`src/core/dma_irq_pkg.sv`:
```
// constants for the dma configuration and interrupt flag block
// assumes a 100 MHz core clock and a byte-wide command decoder in front
package dma_irq_pkg;
    // command codes
    localparam logic [7:0] CMD_SET_DMA = 8'h00_FB;
    localparam logic [7:0] CMD_READ_IRQ = 8'h00_F4;
    localparam logic [7:0] CMD_LAST_STATUS = 8'h00_40;
    localparam logic [7:0] CMD_GROUP_MASK = 8'h00_F0;
    localparam logic [3:0] EP_COUNT = 4'h0_6;
    // configuration byte fields
    localparam int CFG_BURST_LSB = 0;
    localparam int CFG_BURST_MSB = 1;
    localparam int CFG_ENABLE = 2;
    localparam int CFG_DIRECTION = 3;
    localparam int CFG_AUTO_RELOAD = 4;
    localparam int CFG_PIN_MODE = 5;
    localparam int CFG_EP4_IRQ_EN = 6;
    localparam int CFG_EP5_IRQ_EN = 7;
    localparam logic [7:0] CFG_RESET = 8'h00_00;
    // burst codes
    localparam logic [1:0] BURST_SINGLE = 2'h0;
    localparam logic [1:0] BURST_FOUR = 2'h1;
    localparam logic [1:0] BURST_EIGHT = 2'h2;
    localparam logic [1:0] BURST_SIXTEEN = 2'h3;
    // status byte one fields
    localparam int ST_EP_MSB = 5;
    localparam int ST_EP4 = 4;
    localparam int ST_EP5 = 5;
    localparam int ST_BUS_RESET = 6;
    localparam int ST_SUSPEND_CHG = 7;
    localparam logic [7:0] STATUS_RESET = 8'h00_00;
    // suspend detection timing
    localparam int CLK_MHZ = 100;
    localparam int FRAME_TIME_US = 1000;
    localparam int FRAME_CYCLES = FRAME_TIME_US * CLK_MHZ;
    localparam logic [1:0] MISSED_FRAMES_SUSPEND = 2'h3;

    typedef enum logic [1:0] {
        CMD_NONE,
        CMD_DMA,
        CMD_IRQ,
        CMD_OTHER
    } cmd_state_e;
endpackage : dma_irq_pkg

```
`src/core/dma_irq_flags.sv`:
```
// dma configuration byte, interrupt status bytes and interrupt pin logic
// assumes a command decoder that hands over command and data strobes on clk_in
//
// Behaviour
// command FBh reaches the dma configuration; one data byte written or read follows
// configuration bits 1:0 select single, four, eight or sixteen cycle bursts
// bit 2 enables dma; hardware clears it when transfer end is asserted
// bit 3 selects direction: 0 out buffer to memory, 1 memory to in buffer
// bit 4 set restarts dma automatically after each finished transfer
// bit 5 set: interrupt on every start of frame or any status bit
// bit 5 clear: interrupt only while some status bit is set
// bit 6 clear keeps endpoint index four from causing an interrupt
// bit 7 clear keeps endpoint index five from causing an interrupt
// software should disable endpoint four and five interrupts while dma runs
// command F4h reads status byte one, optionally followed by byte two
// status bits 0..5 flag control out/in, ep1 out/in, ep2 out/in
// endpoint flags clear only by their last transaction status command
// status bit 6 sets on bus reset, clears when status is read
// status bit 7 sets on suspend entry or resume, clears on read
// byte two bit 0 sets on dma transfer end, clears when read
// start of frame only mode limits the interrupt to start of frame events
// commands 40h..45h clear the flag of endpoint given by low nibble
// interrupt drops once no flag and no start of frame event pends
`timescale 1ns/1ps
module dma_irq_flags
    import dma_irq_pkg::*;
#(
    parameter int FRAME_CYCLES_P = FRAME_CYCLES
) (
    input wire logic clk_in,
    input wire logic rst_in,
    input wire logic cmd_strobe_in,
    input wire logic [7:0] cmd_code_in,
    input wire logic wr_strobe_in,
    input wire logic [7:0] wr_data_in,
    input wire logic rd_strobe_in,
    input wire logic [5:0] ep_event_in,
    input wire logic bus_reset_in,
    input wire logic sof_in,
    input wire logic sof_only_in,
    input wire logic transfer_end_in_low,
    output logic [7:0] rd_data_out,
    output logic rd_valid_out,
    output logic [1:0] burst_out,
    output logic dma_enable_out,
    output logic direction_out,
    output logic suspended_out,
    output logic irq_out
);

    typedef struct packed {
        logic [7:0] cfg;
        logic [7:0] stat_lo;
        logic stat_hi;
        logic sof_pend;
        cmd_state_e cmd;
        logic second;
        logic [7:0] rd_data;
        logic rd_valid;
        logic irq;
        logic [2:0] sync;
        logic eot_lvl;
        logic restart_pend;
        logic [31:0] frame_cnt;
        logic [1:0] missed;
        logic suspended;
    } state_s;

    localparam state_s STATE_RESET = '{
        cfg: CFG_RESET,
        stat_lo: STATUS_RESET,
        stat_hi: 1'b0,
        sof_pend: 1'b0,
        cmd: CMD_NONE,
        second: 1'b0,
        rd_data: 8'h00_00,
        rd_valid: 1'b0,
        irq: 1'b0,
        sync: 3'h7,
        eot_lvl: 1'b1,
        restart_pend: 1'b0,
        frame_cnt: 32'h0000_0000,
        missed: 2'h0,
        suspended: 1'b0
    };

    state_s state_reg;
    state_s state_next;

    // status bits that may drive the pin, with ep4/ep5 gated by the config
    function automatic logic [7:0] irq_sources(input logic [7:0] stat, input logic [7:0] cfg);
        logic [7:0] g;
        g = stat;
        g[ST_EP4] = stat[ST_EP4] & cfg[CFG_EP4_IRQ_EN];
        g[ST_EP5] = stat[ST_EP5] & cfg[CFG_EP5_IRQ_EN];
        return g;
    endfunction : irq_sources

    logic eot_fall;
    logic frame_tick;
    logic [7:0] clr_lo;
    logic clr_hi;
    logic clr_sof;
    logic [7:0] set_lo;

    always_comb begin
        state_next = state_reg;
        eot_fall = 1'b0;
        frame_tick = 1'b0;
        clr_lo = 8'h00_00;
        clr_hi = 1'b0;
        clr_sof = 1'b0;
        set_lo = 8'h00_00;
        state_next.rd_valid = 1'b0;

        // pin synchroniser; level follows once stages two and three agree
        state_next.sync = {state_reg.sync[1:0], transfer_end_in_low};
        if (state_reg.sync[1] == state_reg.sync[2]) begin
            state_next.eot_lvl = state_reg.sync[2];
        end
        eot_fall = state_reg.eot_lvl && (state_reg.sync[1] == state_reg.sync[2])
            && !state_reg.sync[2];

        // command phase
        if (cmd_strobe_in) begin
            state_next.second = 1'b0;
            if (cmd_code_in == CMD_SET_DMA) begin
                state_next.cmd = CMD_DMA;
            end else if (cmd_code_in == CMD_READ_IRQ) begin
                state_next.cmd = CMD_IRQ;
            end else begin
                state_next.cmd = CMD_OTHER;
                if ((cmd_code_in & CMD_GROUP_MASK) == CMD_LAST_STATUS
                        && cmd_code_in[3:0] < EP_COUNT) begin
                    clr_lo[cmd_code_in[2:0]] = 1'b1;
                end
            end
        end else if (wr_strobe_in && state_reg.cmd == CMD_DMA) begin
            // one byte only; further bytes are ignored
            state_next.cfg = wr_data_in;
            state_next.cmd = CMD_NONE;
        end else if (rd_strobe_in) begin
            state_next.rd_valid = 1'b1;
            state_next.rd_data = 8'h00_00;
            unique case (state_reg.cmd)
                CMD_DMA: begin
                    state_next.rd_data = state_reg.cfg;
                    state_next.cmd = CMD_NONE;
                end
                CMD_IRQ: begin
                    if (!state_reg.second) begin
                        state_next.rd_data = state_reg.stat_lo;
                        clr_lo[ST_BUS_RESET] = 1'b1;
                        clr_lo[ST_SUSPEND_CHG] = 1'b1;
                        clr_sof = 1'b1;
                        state_next.second = 1'b1;
                    end else begin
                        state_next.rd_data = {7'h00, state_reg.stat_hi};
                        clr_hi = 1'b1;
                        state_next.cmd = CMD_NONE;
                    end
                end
                CMD_NONE, CMD_OTHER: begin
                    state_next.rd_data = 8'h00_00;
                end
            endcase
        end

        // suspend detection: three frame times without a start of frame
        if (state_reg.frame_cnt >= 32'(FRAME_CYCLES_P - 1) || sof_in || bus_reset_in) begin
            state_next.frame_cnt = 32'h0000_0000;
            frame_tick = !(sof_in || bus_reset_in);
        end else begin
            state_next.frame_cnt = state_reg.frame_cnt + 32'h0000_0001;
        end
        if (sof_in || bus_reset_in) begin
            state_next.missed = 2'h0;
            if (state_reg.suspended) begin
                state_next.suspended = 1'b0;
                set_lo[ST_SUSPEND_CHG] = 1'b1;
            end
        end else if (frame_tick && !state_reg.suspended) begin
            if (state_reg.missed == MISSED_FRAMES_SUSPEND - 2'h1) begin
                state_next.suspended = 1'b1;
                state_next.missed = 2'h0;
                set_lo[ST_SUSPEND_CHG] = 1'b1;
            end else begin
                state_next.missed = state_reg.missed + 2'h1;
            end
        end

        set_lo[ST_EP_MSB:0] = ep_event_in;
        set_lo[ST_BUS_RESET] = bus_reset_in;
        // set wins over a clear in the same cycle
        state_next.stat_lo = (state_reg.stat_lo & ~clr_lo) | set_lo;
        state_next.stat_hi = (state_reg.stat_hi & ~clr_hi) | eot_fall;
        state_next.sof_pend = (state_reg.sof_pend & ~clr_sof) | sof_in;

        // transfer end clears enable; auto reload sets it again a cycle later
        state_next.restart_pend = 1'b0;
        if (eot_fall) begin
            state_next.cfg[CFG_ENABLE] = 1'b0;
            state_next.restart_pend = state_reg.cfg[CFG_AUTO_RELOAD];
        end else if (state_reg.restart_pend) begin
            state_next.cfg[CFG_ENABLE] = 1'b1;
        end

        // interrupt pin, from the flags as they stand this cycle
        if (sof_only_in) begin
            state_next.irq = state_reg.sof_pend;
        end else if (state_reg.cfg[CFG_PIN_MODE]) begin
            state_next.irq = state_reg.sof_pend
                || |irq_sources(state_reg.stat_lo, state_reg.cfg)
                || state_reg.stat_hi;
        end else begin
            state_next.irq = |irq_sources(state_reg.stat_lo, state_reg.cfg)
                || state_reg.stat_hi;
        end
    end

    always_ff @(posedge clk_in or posedge rst_in) begin
        if (rst_in) begin
            state_reg <= STATE_RESET;
        end else begin
            state_reg <= state_next;
        end
    end

    assign rd_data_out = state_reg.rd_data;
    assign rd_valid_out = state_reg.rd_valid;
    assign burst_out = state_reg.cfg[CFG_BURST_MSB:CFG_BURST_LSB];
    assign dma_enable_out = state_reg.cfg[CFG_ENABLE];
    assign direction_out = state_reg.cfg[CFG_DIRECTION];
    assign suspended_out = state_reg.suspended;
    assign irq_out = state_reg.irq;
endmodule : dma_irq_flags

```
`config.mk`:
```
export PLATFORM = sky130hd
export DESIGN_NAME = dma_irq_flags
export DESIGN_NICKNAME = d
export VERILOG_FILES = /design/src/core/dma_irq_pkg.sv /design/src/core/dma_irq_flags.sv
export SDC_FILE = /design/constraint.sdc
export NUM_CORES = 1
export LEC_CHECK = 0
export BUFFER_PORTS_ARGS = -buffer_cell sky130_fd_sc_hd__buf_2
export CAP_MARGIN = 20
export CELL_PAD_IN_SITES_DETAIL_PLACEMENT = 0
export CELL_PAD_IN_SITES_GLOBAL_PLACEMENT = 1
export CORE_ASPECT_RATIO = 0.8
export CORE_MARGIN = 10
export CORE_UTILIZATION = 42
export CTS_BUF_LIST = sky130_fd_sc_hd__clkbuf_4 sky130_fd_sc_hd__clkbuf_8
export DETAILED_ROUTE_END_ITERATION = 10
export HOLD_SLACK_MARGIN = 0.1
export MAX_ROUTING_LAYER = met4
export PLACE_DENSITY = 0.86
export SLEW_MARGIN = 10
export SYNTH_ARGS = -nofsm -noshare
export SYNTH_HDL_FRONTEND = slang
export SYNTH_SLANG_ARGS = --single-unit
```
`constraint.sdc`:
```
create_clock -name clk_in -period 2.6 [get_ports clk_in]
set_input_delay 0.13 -clock clk_in [delete_from_list [all_inputs] [get_ports clk_in]]
set_output_delay 0.13 -clock clk_in [all_outputs]
set_load 0.02 [all_outputs]
```
==> results.toml, run 1 <==
[status]
status = "completed"

[setup_path]
start_kind = "flip-flop"
crit_path_max_fanout = 4
crit_buf_inv = 0
worstSetupPathType = "flip-flop to flip-flop"
critical-path-top-delay-family = "compound AO/OA/AOI/OAI gates"
end_kind = "flip-flop"
cp_cell_sequence = "ha_1, nand4_1, a211o_1, a41oi_1, mux2i_1"
slowest_delay_ns = 0.41
path_depth = 5
slowest_stage = "dfrtp_1"
crit_required_ns = 2.87
arrival_ns = 2.16
r2r_cells = 5

[logic_synthesis]
synthDistinctLibCells = 53
async_reset_ff_share_pct = 100.0
avgSynthCellArea_um2 = 11.44
syn-cell-area_um2 = 3054
syn_inst = 267
ys.flop_type = "dfrtp_1"
ys_warn_count = 0
synth_edf_count = 0
yosys_register_bits = 71
yosysSeqAreaShare_pct = 58.34

[placed_design]
dp_hpwl_um = 4734
io_buffers = 45
dp.cells = 400
dp_slack_ns = 0.7175
placed_area_um2 = 3352
place_congestion = 0.8561

[finish]
final_cells = 439
final_net_count = 379
diodes = 0
fill_cells = 603
stdcell_area_um2 = 3824
drive_gt1_share_pct = 24.43
largest_reg_flops = 54
areaGrowthSynthToFinish_pct = 25.19

[clock_network]
cts_tree = "built"
clockBufferDepth = 2
numCtsBuffers = 9
htree_levels = 3
cts_root_buffer = "clkbuf_8"
path_clk_slew_ns = 0.07
cts_setup_buffers = 0
clk_latency_ns = 0.35
clock-sinks = 71

[route]
viasPerCell = 5.125
drc = 0
m1WireLength_um = 3125
vias = 2250
wl_per_cell_um = 14.79
wl_met2_um = 2885
ant_nets = 0
drt-total-wl_um = 6491
top_layer_used = "met4"
drt_pass1_iterations = 4
drt_iter0_drc = 124
route.met3.wl_um = 440

[grt]
grt_max_degree = 36
globalRouteOverflowTotal = 0
grt_pass1_wl_um = 10930
grt_pass1_vias = 2278
antenna_found_initial = 0
grt_usage_pct = 12.91

[min_path]
hold_path.class = "input pin to flip-flop"
holdPathStages = 4

[timing]
fin_ws_ns = 0.7013
fin_crit_ns = 1.899
fin_crit_sh_pct = 73.03
fmax_mhz = 526.7
skew_ns = 0.01110
fin_setup_tns_ns = 0
hold_violations = 0
relSlewSlack_pct = 48.30
max_slew.worst_pin.slew_ns = 0.7755
grt_setup_unrepaired = "false"
setup_violations = 0
finalMaxSlewViolations = 0

[floorplan]
ios = 46
rows = 27
chipHeight_um = 96.27
design.die.area_um2 = 11100
core_um2 = 6993
initial_utilization_pct = 43.68
die_w_um = 115.3

[power]
p_leak_uw = 0.001632
p_per_area_nw_per_um2 = 683.6
vdd_drop_max_mv = 0.3833

[run]
max-cap-violations = 0
-- metal layers --
metal	track usage, %	vias up
met5	-	-
met4	4.421	0
met3	4.664	4
met2	18.40	68
met1	16.61	1081
li1	-	1097
-- stage by stage --
step | hold slack (ns) | utilization (%) | total power [uW]
2_1_floorplan | 0.1345 | - | 1486
3_3_place_gp | 0.1037 | 47.93 | 1556
3_5_place_dp | 0.1006 | 47.93 | 1563
4_1_cts | 0.1417 | 54.68 | 2644
5_1_grt | 0.1662 | 54.68 | 2727
6_report | 0.1550 | 54.68 | 2614
-- placed cells by master, fill, tap and decap left out, types with 4 or more instances in the layout --
cell type | netlist | final
a21o_1 | 5 | 5
a21oi_1 | 11 | 11
a22oi_1 | 8 | 8
buf_2 | 1 | 45
clkbuf_8 | 0 | 9
conb_1 | 1 | 15
dfrtp_1 | 67 | 67
dfstp_2 | 4 | 4
dlygate4sd3_1 | 0 | 23
mux2_2 | 7 | 7
nand2_1 | 13 | 13
nand2b_1 | 8 | 8
nand3_1 | 8 | 8
nand4_1 | 6 | 6
nor2_1 | 30 | 30
nor3_1 | 4 | 4
nor4_1 | 6 | 6
o21ai_0 | 12 | 12
or4_1 | 4 | 4
xnor2_1 | 6 | 6
xor2_1 | 7 | 7
-- cell usage after synthesis, types with 5 or more instances --
cell type  number  share of area, %
a22oi_1         8               2.0
xnor2_1         6               1.7
mux2_2          7               2.6
a21oi_1        11               1.8
nor2_1         30               3.7
nor4_1          6               1.2
a21o_1          5               1.2
buf_4          11               2.7
nand2_1        13               1.6
dfrtp_1        67                55
o21ai_0        12               2.0
nand4_1         6               1.2
nand3_1         8               1.3
nand2b_1        8               1.6
xor2_1          7               2.0
-- final timing paths --
check                                         startpoint                        to  slack [ns]
worst min-delay path                      cmd_code_in[0]   state_reg[56]$_DFF_PP0_        0.15
min in group asynchronous                         rst_in   state_reg[26]$_DFF_PP0_        0.27
worst max-delay path              state_reg[3]$_DFF_PP0_  state_reg[1]$_DFFE_PP0P_        0.70
worst max register to register    state_reg[3]$_DFF_PP0_  state_reg[1]$_DFFE_PP0P_        0.70
max in group asynchronous                         rst_in  state_next[39]$_DFF_PP1_        1.55
worst min register to register  state_next[38]$_DFF_PP1_  state_next[39]$_DFF_PP1_        0.36
-- repair_timing --
action	in CTS	in global routing
hold buffers	23	0
resized for setup	0	0
endpoints found under the hold margin	35	0
-- cell type report --
| class | count | area, um^2 | share of cell area (%) |
|---|---|---|---|
| flip-flops and latches | 71 | 1782 | 46.60 |
| multi-input cells | 191 | 1202 | 31.45 |
| repair buffers | 71 | 478.0 | 12.50 |
| clock buffers | 10 | 131.4 | 3.436 |
| clock inverters | 6 | 110.1 | 2.880 |
| well taps | 87 | 108.9 | 2.847 |
| inverters | 3 | 11.26 | 0.2945 |
-- logic make-up (layout without fill, tap and decap cells) --
| family | count (synthesis) | after routing | share of synthesized area (%) |
|---|---|---|---|
| buffers and inverters | 19 | 90 | 4.014 |
| AOI/OAI and AO/OA | 48 | 48 | 10.32 |
| xor gates and xnor gates | 13 | 13 | 3.728 |
| and+or+nand+nor | 103 | 103 | 19.17 |
| DFF | 71 | 71 | 58.34 |
| adders and majority gates | 2 | 2 | 0.7374 |
| other | 1 | 15 | 0.1228 |
| muxes | 10 | 10 | 3.564 |
-- worst reg2reg max path: stages (launching register included) --
cell     delay (ns)
dfrtp_1        0.41
ha_1           0.24
nand4_1        0.21
a211o_1        0.37
a41oi_1        0.37
mux2i_1        0.23
-- power breakdown --
part           switching [uW]  internal [uW]
logic                     174            140
clock network             401            646
registers                59.0           1190
No activity file was read; power rests on OpenSTA's default activity.
==> inputs of run 2 (changes only) <==
Settings changed: PLACE_DENSITY 0.86 to 0.89.
Clock period 2.6 ns to 1.7 ns, I/O delays scaled along.
==> results.toml, run 2 (same netlist as run 1, synthesis figures left out) <==
[grt]
globalRouteOverflowTotal = 0
grt_max_degree = 38
grt_pass1_wl_um = 12020
grt_pass1_vias = 2459
grt_usage_pct = 14.35
antenna_found_initial = 0

[timing]
grt_setup_unrepaired = "true"
finalMaxSlewViolations = 0
hold_violations = 0
relSlewSlack_pct = 63.90
fin_ws_ns = -0.04384
fin_crit_ns = 1.744
skew_ns = 0.01022
setup_violations = 15
fin_crit_sh_pct = 102.6
fin_hold_ws_ns = 0.1297
max_slew.worst_pin.slew_ns = 0.5404
fmax_mhz = 573.4

[setup_path]
crit_path_max_fanout = 4
end_kind = "flip-flop"
start_kind = "flip-flop"
r2r_cells = 4
arrival_ns = 1.97
worstSetupPathType = "flip-flop to flip-flop"
crit_required_ns = 1.92

[placed_design]
place_congestion = 0.8443
placed_area_um2 = 3481
dp.cells = 415
io_buffers = 45
dp_hpwl_um = 4852
dp_slack_ns = -0.02623

[power]
p_per_area_nw_per_um2 = 958.8
switching_share_pct = 25.62
pwr-share-clk_pct = 38.5
combPwrFrac_pct = 12.8
p_leak_uw = 0.001737
sequentialPowerShare_pct = 48.7
p_int_uw = 2929
vdd_drop_max_mv = 0.6487
p_switching_uw = 1009

[clock_network]
cts_root_buffer = "clkbuf_8"
clk_latency_ns = 0.35
path_clk_slew_ns = 0.07
htree_levels = 3
clockBufferDepth = 2
numCtsBuffers = 9
clock-sinks = 71
cts_tree = "built"

[finish]
layout_commonest_cell = "dfrtp_1"
diodes = 0
stdcell_area_um2 = 4108
final_cells = 466
final_net_count = 406
fill_cells = 565
areaGrowthSynthToFinish_pct = 34.49
register_area_um2 = 1782
layout_common_cells = "dfrtp_1, buf_2, dlygate4sd3_1"
largest_reg_flops = 54
drive_gt1_share_pct = 29.55
multi_input_area_um2 = 1261

[route]
wl_per_cell_um = 15.29
drt_pass1_iterations = 4
vias = 2393
ant_nets = 0
drt-total-wl_um = 7123
drc = 0
viasPerCell = 5.135
drt_iter0_drc = 186

[floorplan]
design.die.area_um2 = 11100
core_um2 = 6993
die_w_um = 115.3
rows = 27
ios = 46
initial_utilization_pct = 43.68
chipHeight_um = 96.27

[status]
violations = "setup timing"
status = "finished, violations left"

[min_path]
holdPathStages = 4
hold_path.class = "input pin to flip-flop"

[run]
max-cap-violations = 0
-- run 2: cell types whose count changed in the layout (fill, tap and decap cells not counted), sizes merged --
| cell | previous run | this run |
|---|---|---|
| clkinv | 1 | 3 |
| clkinvlp | 2 | 1 |
| bufinv | 3 | 2 |
| dlygate4sd3 | 23 | 32 |
| buf | 48 | 65 |
| nand4 | 8 | 9 |
-- run 2: worst paths after layout --
check	endpoint	from	slack [ns]
hold / removal	state_reg[1]$_DFFE_PP0P_	sof_in	0.13
hold reg to reg	state_next[39]$_DFF_PP1_	state_next[38]$_DFF_PP1_	0.36
min in group asynchronous	state_reg[55]$_DFF_PP0_	rst_in	0.32
max in group asynchronous	state_reg[35]$_DFF_PP0_	rst_in	0.84
setup / recovery	state_reg[62]$_DFF_PP0_	state_reg[17]$_DFF_PP0_	-0.04
setup reg to reg	state_reg[62]$_DFF_PP0_	state_reg[17]$_DFF_PP0_	-0.04
-- run 2: power groups by stage --
stage / Combinational (uW) / Sequential, uW / Clock, uW
2_1_floorplan: 333 / 1940 / 0
3_3_place_gp: 449 / 1940 / 0
3_5_place_dp: 454 / 1950 / 0
4_1_cts: 502 / 1920 / 1550
5_1_grt: 554 / 1940 / 1640
6_report: 503 / 1920 / 1520
-- run 2: cell type report --
class,instances,area share (%)
clock inverter,6,2.224
multi-input combinational,192,30.70
clock buffer,10,3.351
sequential,71,43.37
tap,87,2.650
timing repair buffer,97,17.33
inverter,3,0.3655
-- run 2: worst max-delay path, cell delays in order, from the launching register on --
cell	delay, ns
dfrtp_1	0.37
or4_1	0.57
o211ai_4	0.29
and4_2	0.29
o311ai_1	0.10
-- run 2: through the flow --
step	power (uW)	util (%)	TNS [ns]
detailed placement	2400	49.78	-0.03545
CTS	3971	57.67	-0.05450
global placement	2388	49.78	0
finish	3938	58.74	-0.3358
global route	4125	58.74	-1.683
floorplan	2273	-	0
-- run 2: routing by layer --
layer	share of wire (%)	vias to the layer above	routed length [um]	global-route usage, %
li1	-	1154	-	-
met3	4.0	14	282	4.104
met1	47	1164	3363	17.87
met5	0	-	0	-
met4	2.0	0	146	7.053
met2	47	61	3330	21.07
-- run 2: timing repair --
| action | CTS | global route |
|---|---|---|
| hold endpoints to repair | 42 | 0 |
| buffers inserted | 0 | 2 |
| hold buffers | 32 | 0 |
| cloned | 0 | 1 |
| setup endpoints to repair | 5 | 29 |
| resized for setup | 1 | 11 |
| pin swaps | 1 | 12 |
==> inputs of run 3 (changes only) <==
Settings changed: CELL_PAD_IN_SITES_DETAIL_PLACEMENT 0 to 1.
==> results.toml, run 3 (same netlist as run 1, synthesis figures left out) <==
[grt]
grt_max_degree = 38
globalRouteOverflowTotal = 0
grt_usage_pct = 21.61
antenna_found_initial = 0
grt_pass1_vias = 2933
grt_pass1_wl_um = 17440

[timing]
skew_ns = 0.02166
hold_violations = 0
max_slew.worst_pin.slew_ns = 0.6046
finalMaxSlewViolations = 0
fin_crit_sh_pct = 110.5
relSlewSlack_pct = 59.61
fin_setup_tns_ns = -2.872
fmax_mhz = 532.3
setup_violations = 23
fin_ws_ns = -0.1787
fin_hold_ws_ns = 0.1351
fin_crit_ns = 1.879
grt_setup_unrepaired = "true"

[run]
max-cap-violations = 0

[setup_path]
critical-path-top-delay-family = "simple AND/OR/NAND/NOR gates"
end_kind = "flip-flop"
cp_cell_sequence = "or4_4, o211ai_4, nand4_4, buf_6, nor2_2"
crit_required_ns = 1.98
slowest_stage = "or4_4"
path_depth = 5
crit_path_max_fanout = 5
r2r_cells = 5
crit_buf_inv = 1
worstSetupPathType = "flip-flop to flip-flop"
slowest_delay_ns = 0.58
start_kind = "flip-flop"
arrival_ns = 2.16

[finish]
areaGrowthSynthToFinish_pct = 40.88
largest_reg_flops = 54
drive_gt1_share_pct = 35.43
layout_common_cells = "dfrtp_1, buf_2, dlygate4sd3_1"
diodes = 0
layout_commonest_cell = "dfrtp_1"
final_net_count = 408

[clock_network]
path_clk_slew_ns = 0.07
cts_root_buffer = "clkbuf_8"
clockBufferDepth = 2
clk_latency_ns = 0.37
clock-sinks = 71
cts_tree = "built"
numCtsBuffers = 9
htree_levels = 3

[placed_design]
dp_hpwl_um = 6094
place_congestion = 0.8443
io_buffers = 45

[power]
p_per_area_nw_per_um2 = 996.1
sequentialPowerShare_pct = 45.5
switching_share_pct = 27.57
p_leak_uw = 0.001802
p_switching_uw = 1182
vdd_drop_max_mv = 1.269
pwr-share-clk_pct = 40.7
combPwrFrac_pct = 13.8
p_int_uw = 3105

[route]
drt_pass1_iterations = 6
wl_per_cell_um = 27.03
drc = 0
vias = 2843
viasPerCell = 6.075
ant_nets = 0
drt-total-wl_um = 12650
drt_iter0_drc = 399

[min_path]
holdPathStages = 3
hold_path.class = "input pin to flip-flop"

[status]
violations = "setup timing"
status = "finished, violations left"

[floorplan]
core_um2 = 6993
chipHeight_um = 96.27
initial_utilization_pct = 43.68
rows = 27
die_w_um = 115.3
design.die.area_um2 = 11100
ios = 46
==> run 3: cell count changes in the layout (fill, tap and decap cells not counted), sizes merged <==
cell and change:
clkinv -2, clkbuf +1, nand4 -1, buf +6
bufinv +1, dlygate4sd3 -3
==> run 3: worst paths after layout <==
check	from	slack (ns)	end
max in group asynchronous	rst_in	0.78	state_reg[6]$_DFF_PP0_
min in group asynchronous	rst_in	0.33	state_reg[11]$_DFF_PP0_
worst min register to register	state_next[38]$_DFF_PP1_	0.37	state_next[39]$_DFF_PP1_
worst min-delay path	cmd_code_in[1]	0.14	state_reg[55]$_DFF_PP0_
worst max-delay path	state_reg[17]$_DFF_PP0_	-0.18	state_reg[15]$_DFF_PP0_
worst max register to register	state_reg[17]$_DFF_PP0_	-0.18	state_reg[15]$_DFF_PP0_
==> run 3: layer usage <==
layer | wire length [um] | global-route usage [%] | up-vias
met5 | 0 | - | -
met4 | 727 | 8.000 | 0
met3 | 935 | 5.846 | 68
met2 | 6364 | 36.52 | 221
met1 | 4624 | 24.24 | 1406
li1 | - | - | 1148
==> run 3: layout make-up <==
type	instances	area [um^2]
fillers	708	2690
flip-flops and latches	71	1783
inverters	3	15.01
clock inverters	5	103.9
well taps	87	108.9
multi-input cells	191	1396
clock buffers	11	145.1
repair buffers	100	750.7
==> run 3: timing repair <==
action,CTS,global route
hold buffers,30,0
setup endpoints to repair,22,30
gates resized for setup,9,37
setup buffers,4,4
endpoints found under the hold margin,41,0
pin swaps,4,13
==> run 3: through the flow <==
stage | instance area [um^2] | total power (uW) | setup slack [ns] | utilization (%) | instances
floorplan | 3110 | 2273 | 0.02711 | - | 281
global route | 4303 | 4428 | -0.2087 | 61.53 | 468
global placement | 3481 | 2388 | 0.04331 | 49.78 | 415
CTS | 4110 | 4154 | -0.01888 | 58.78 | 465
finish | 4303 | 4286 | -0.1787 | 61.53 | 468
detailed placement | 3481 | 2422 | -0.07909 | 49.78 | 415
==> run 3: worst register-to-register path: cells and delay by family, from the launching register on <==
| family | cells | cell delay [ns] |
|---|---|---|
| AND/OR/NAND/NOR | 3 | 0.91 |
| flip-flops | 1 | 0.40 |
| AO/OA/AOI/OAI | 1 | 0.29 |
| buffers and inverters | 1 | 0.19 |
==> run 3: power groups by stage <==
stage               logic, uW  registers [uW]  clock network (uW)
floorplan                 333            1940                   0
CTS                       520            1920                1710
finish                    591            1950                1740
global route              628            1960                1840
global placement          449            1940                   0
detailed placement        468            1950                   0
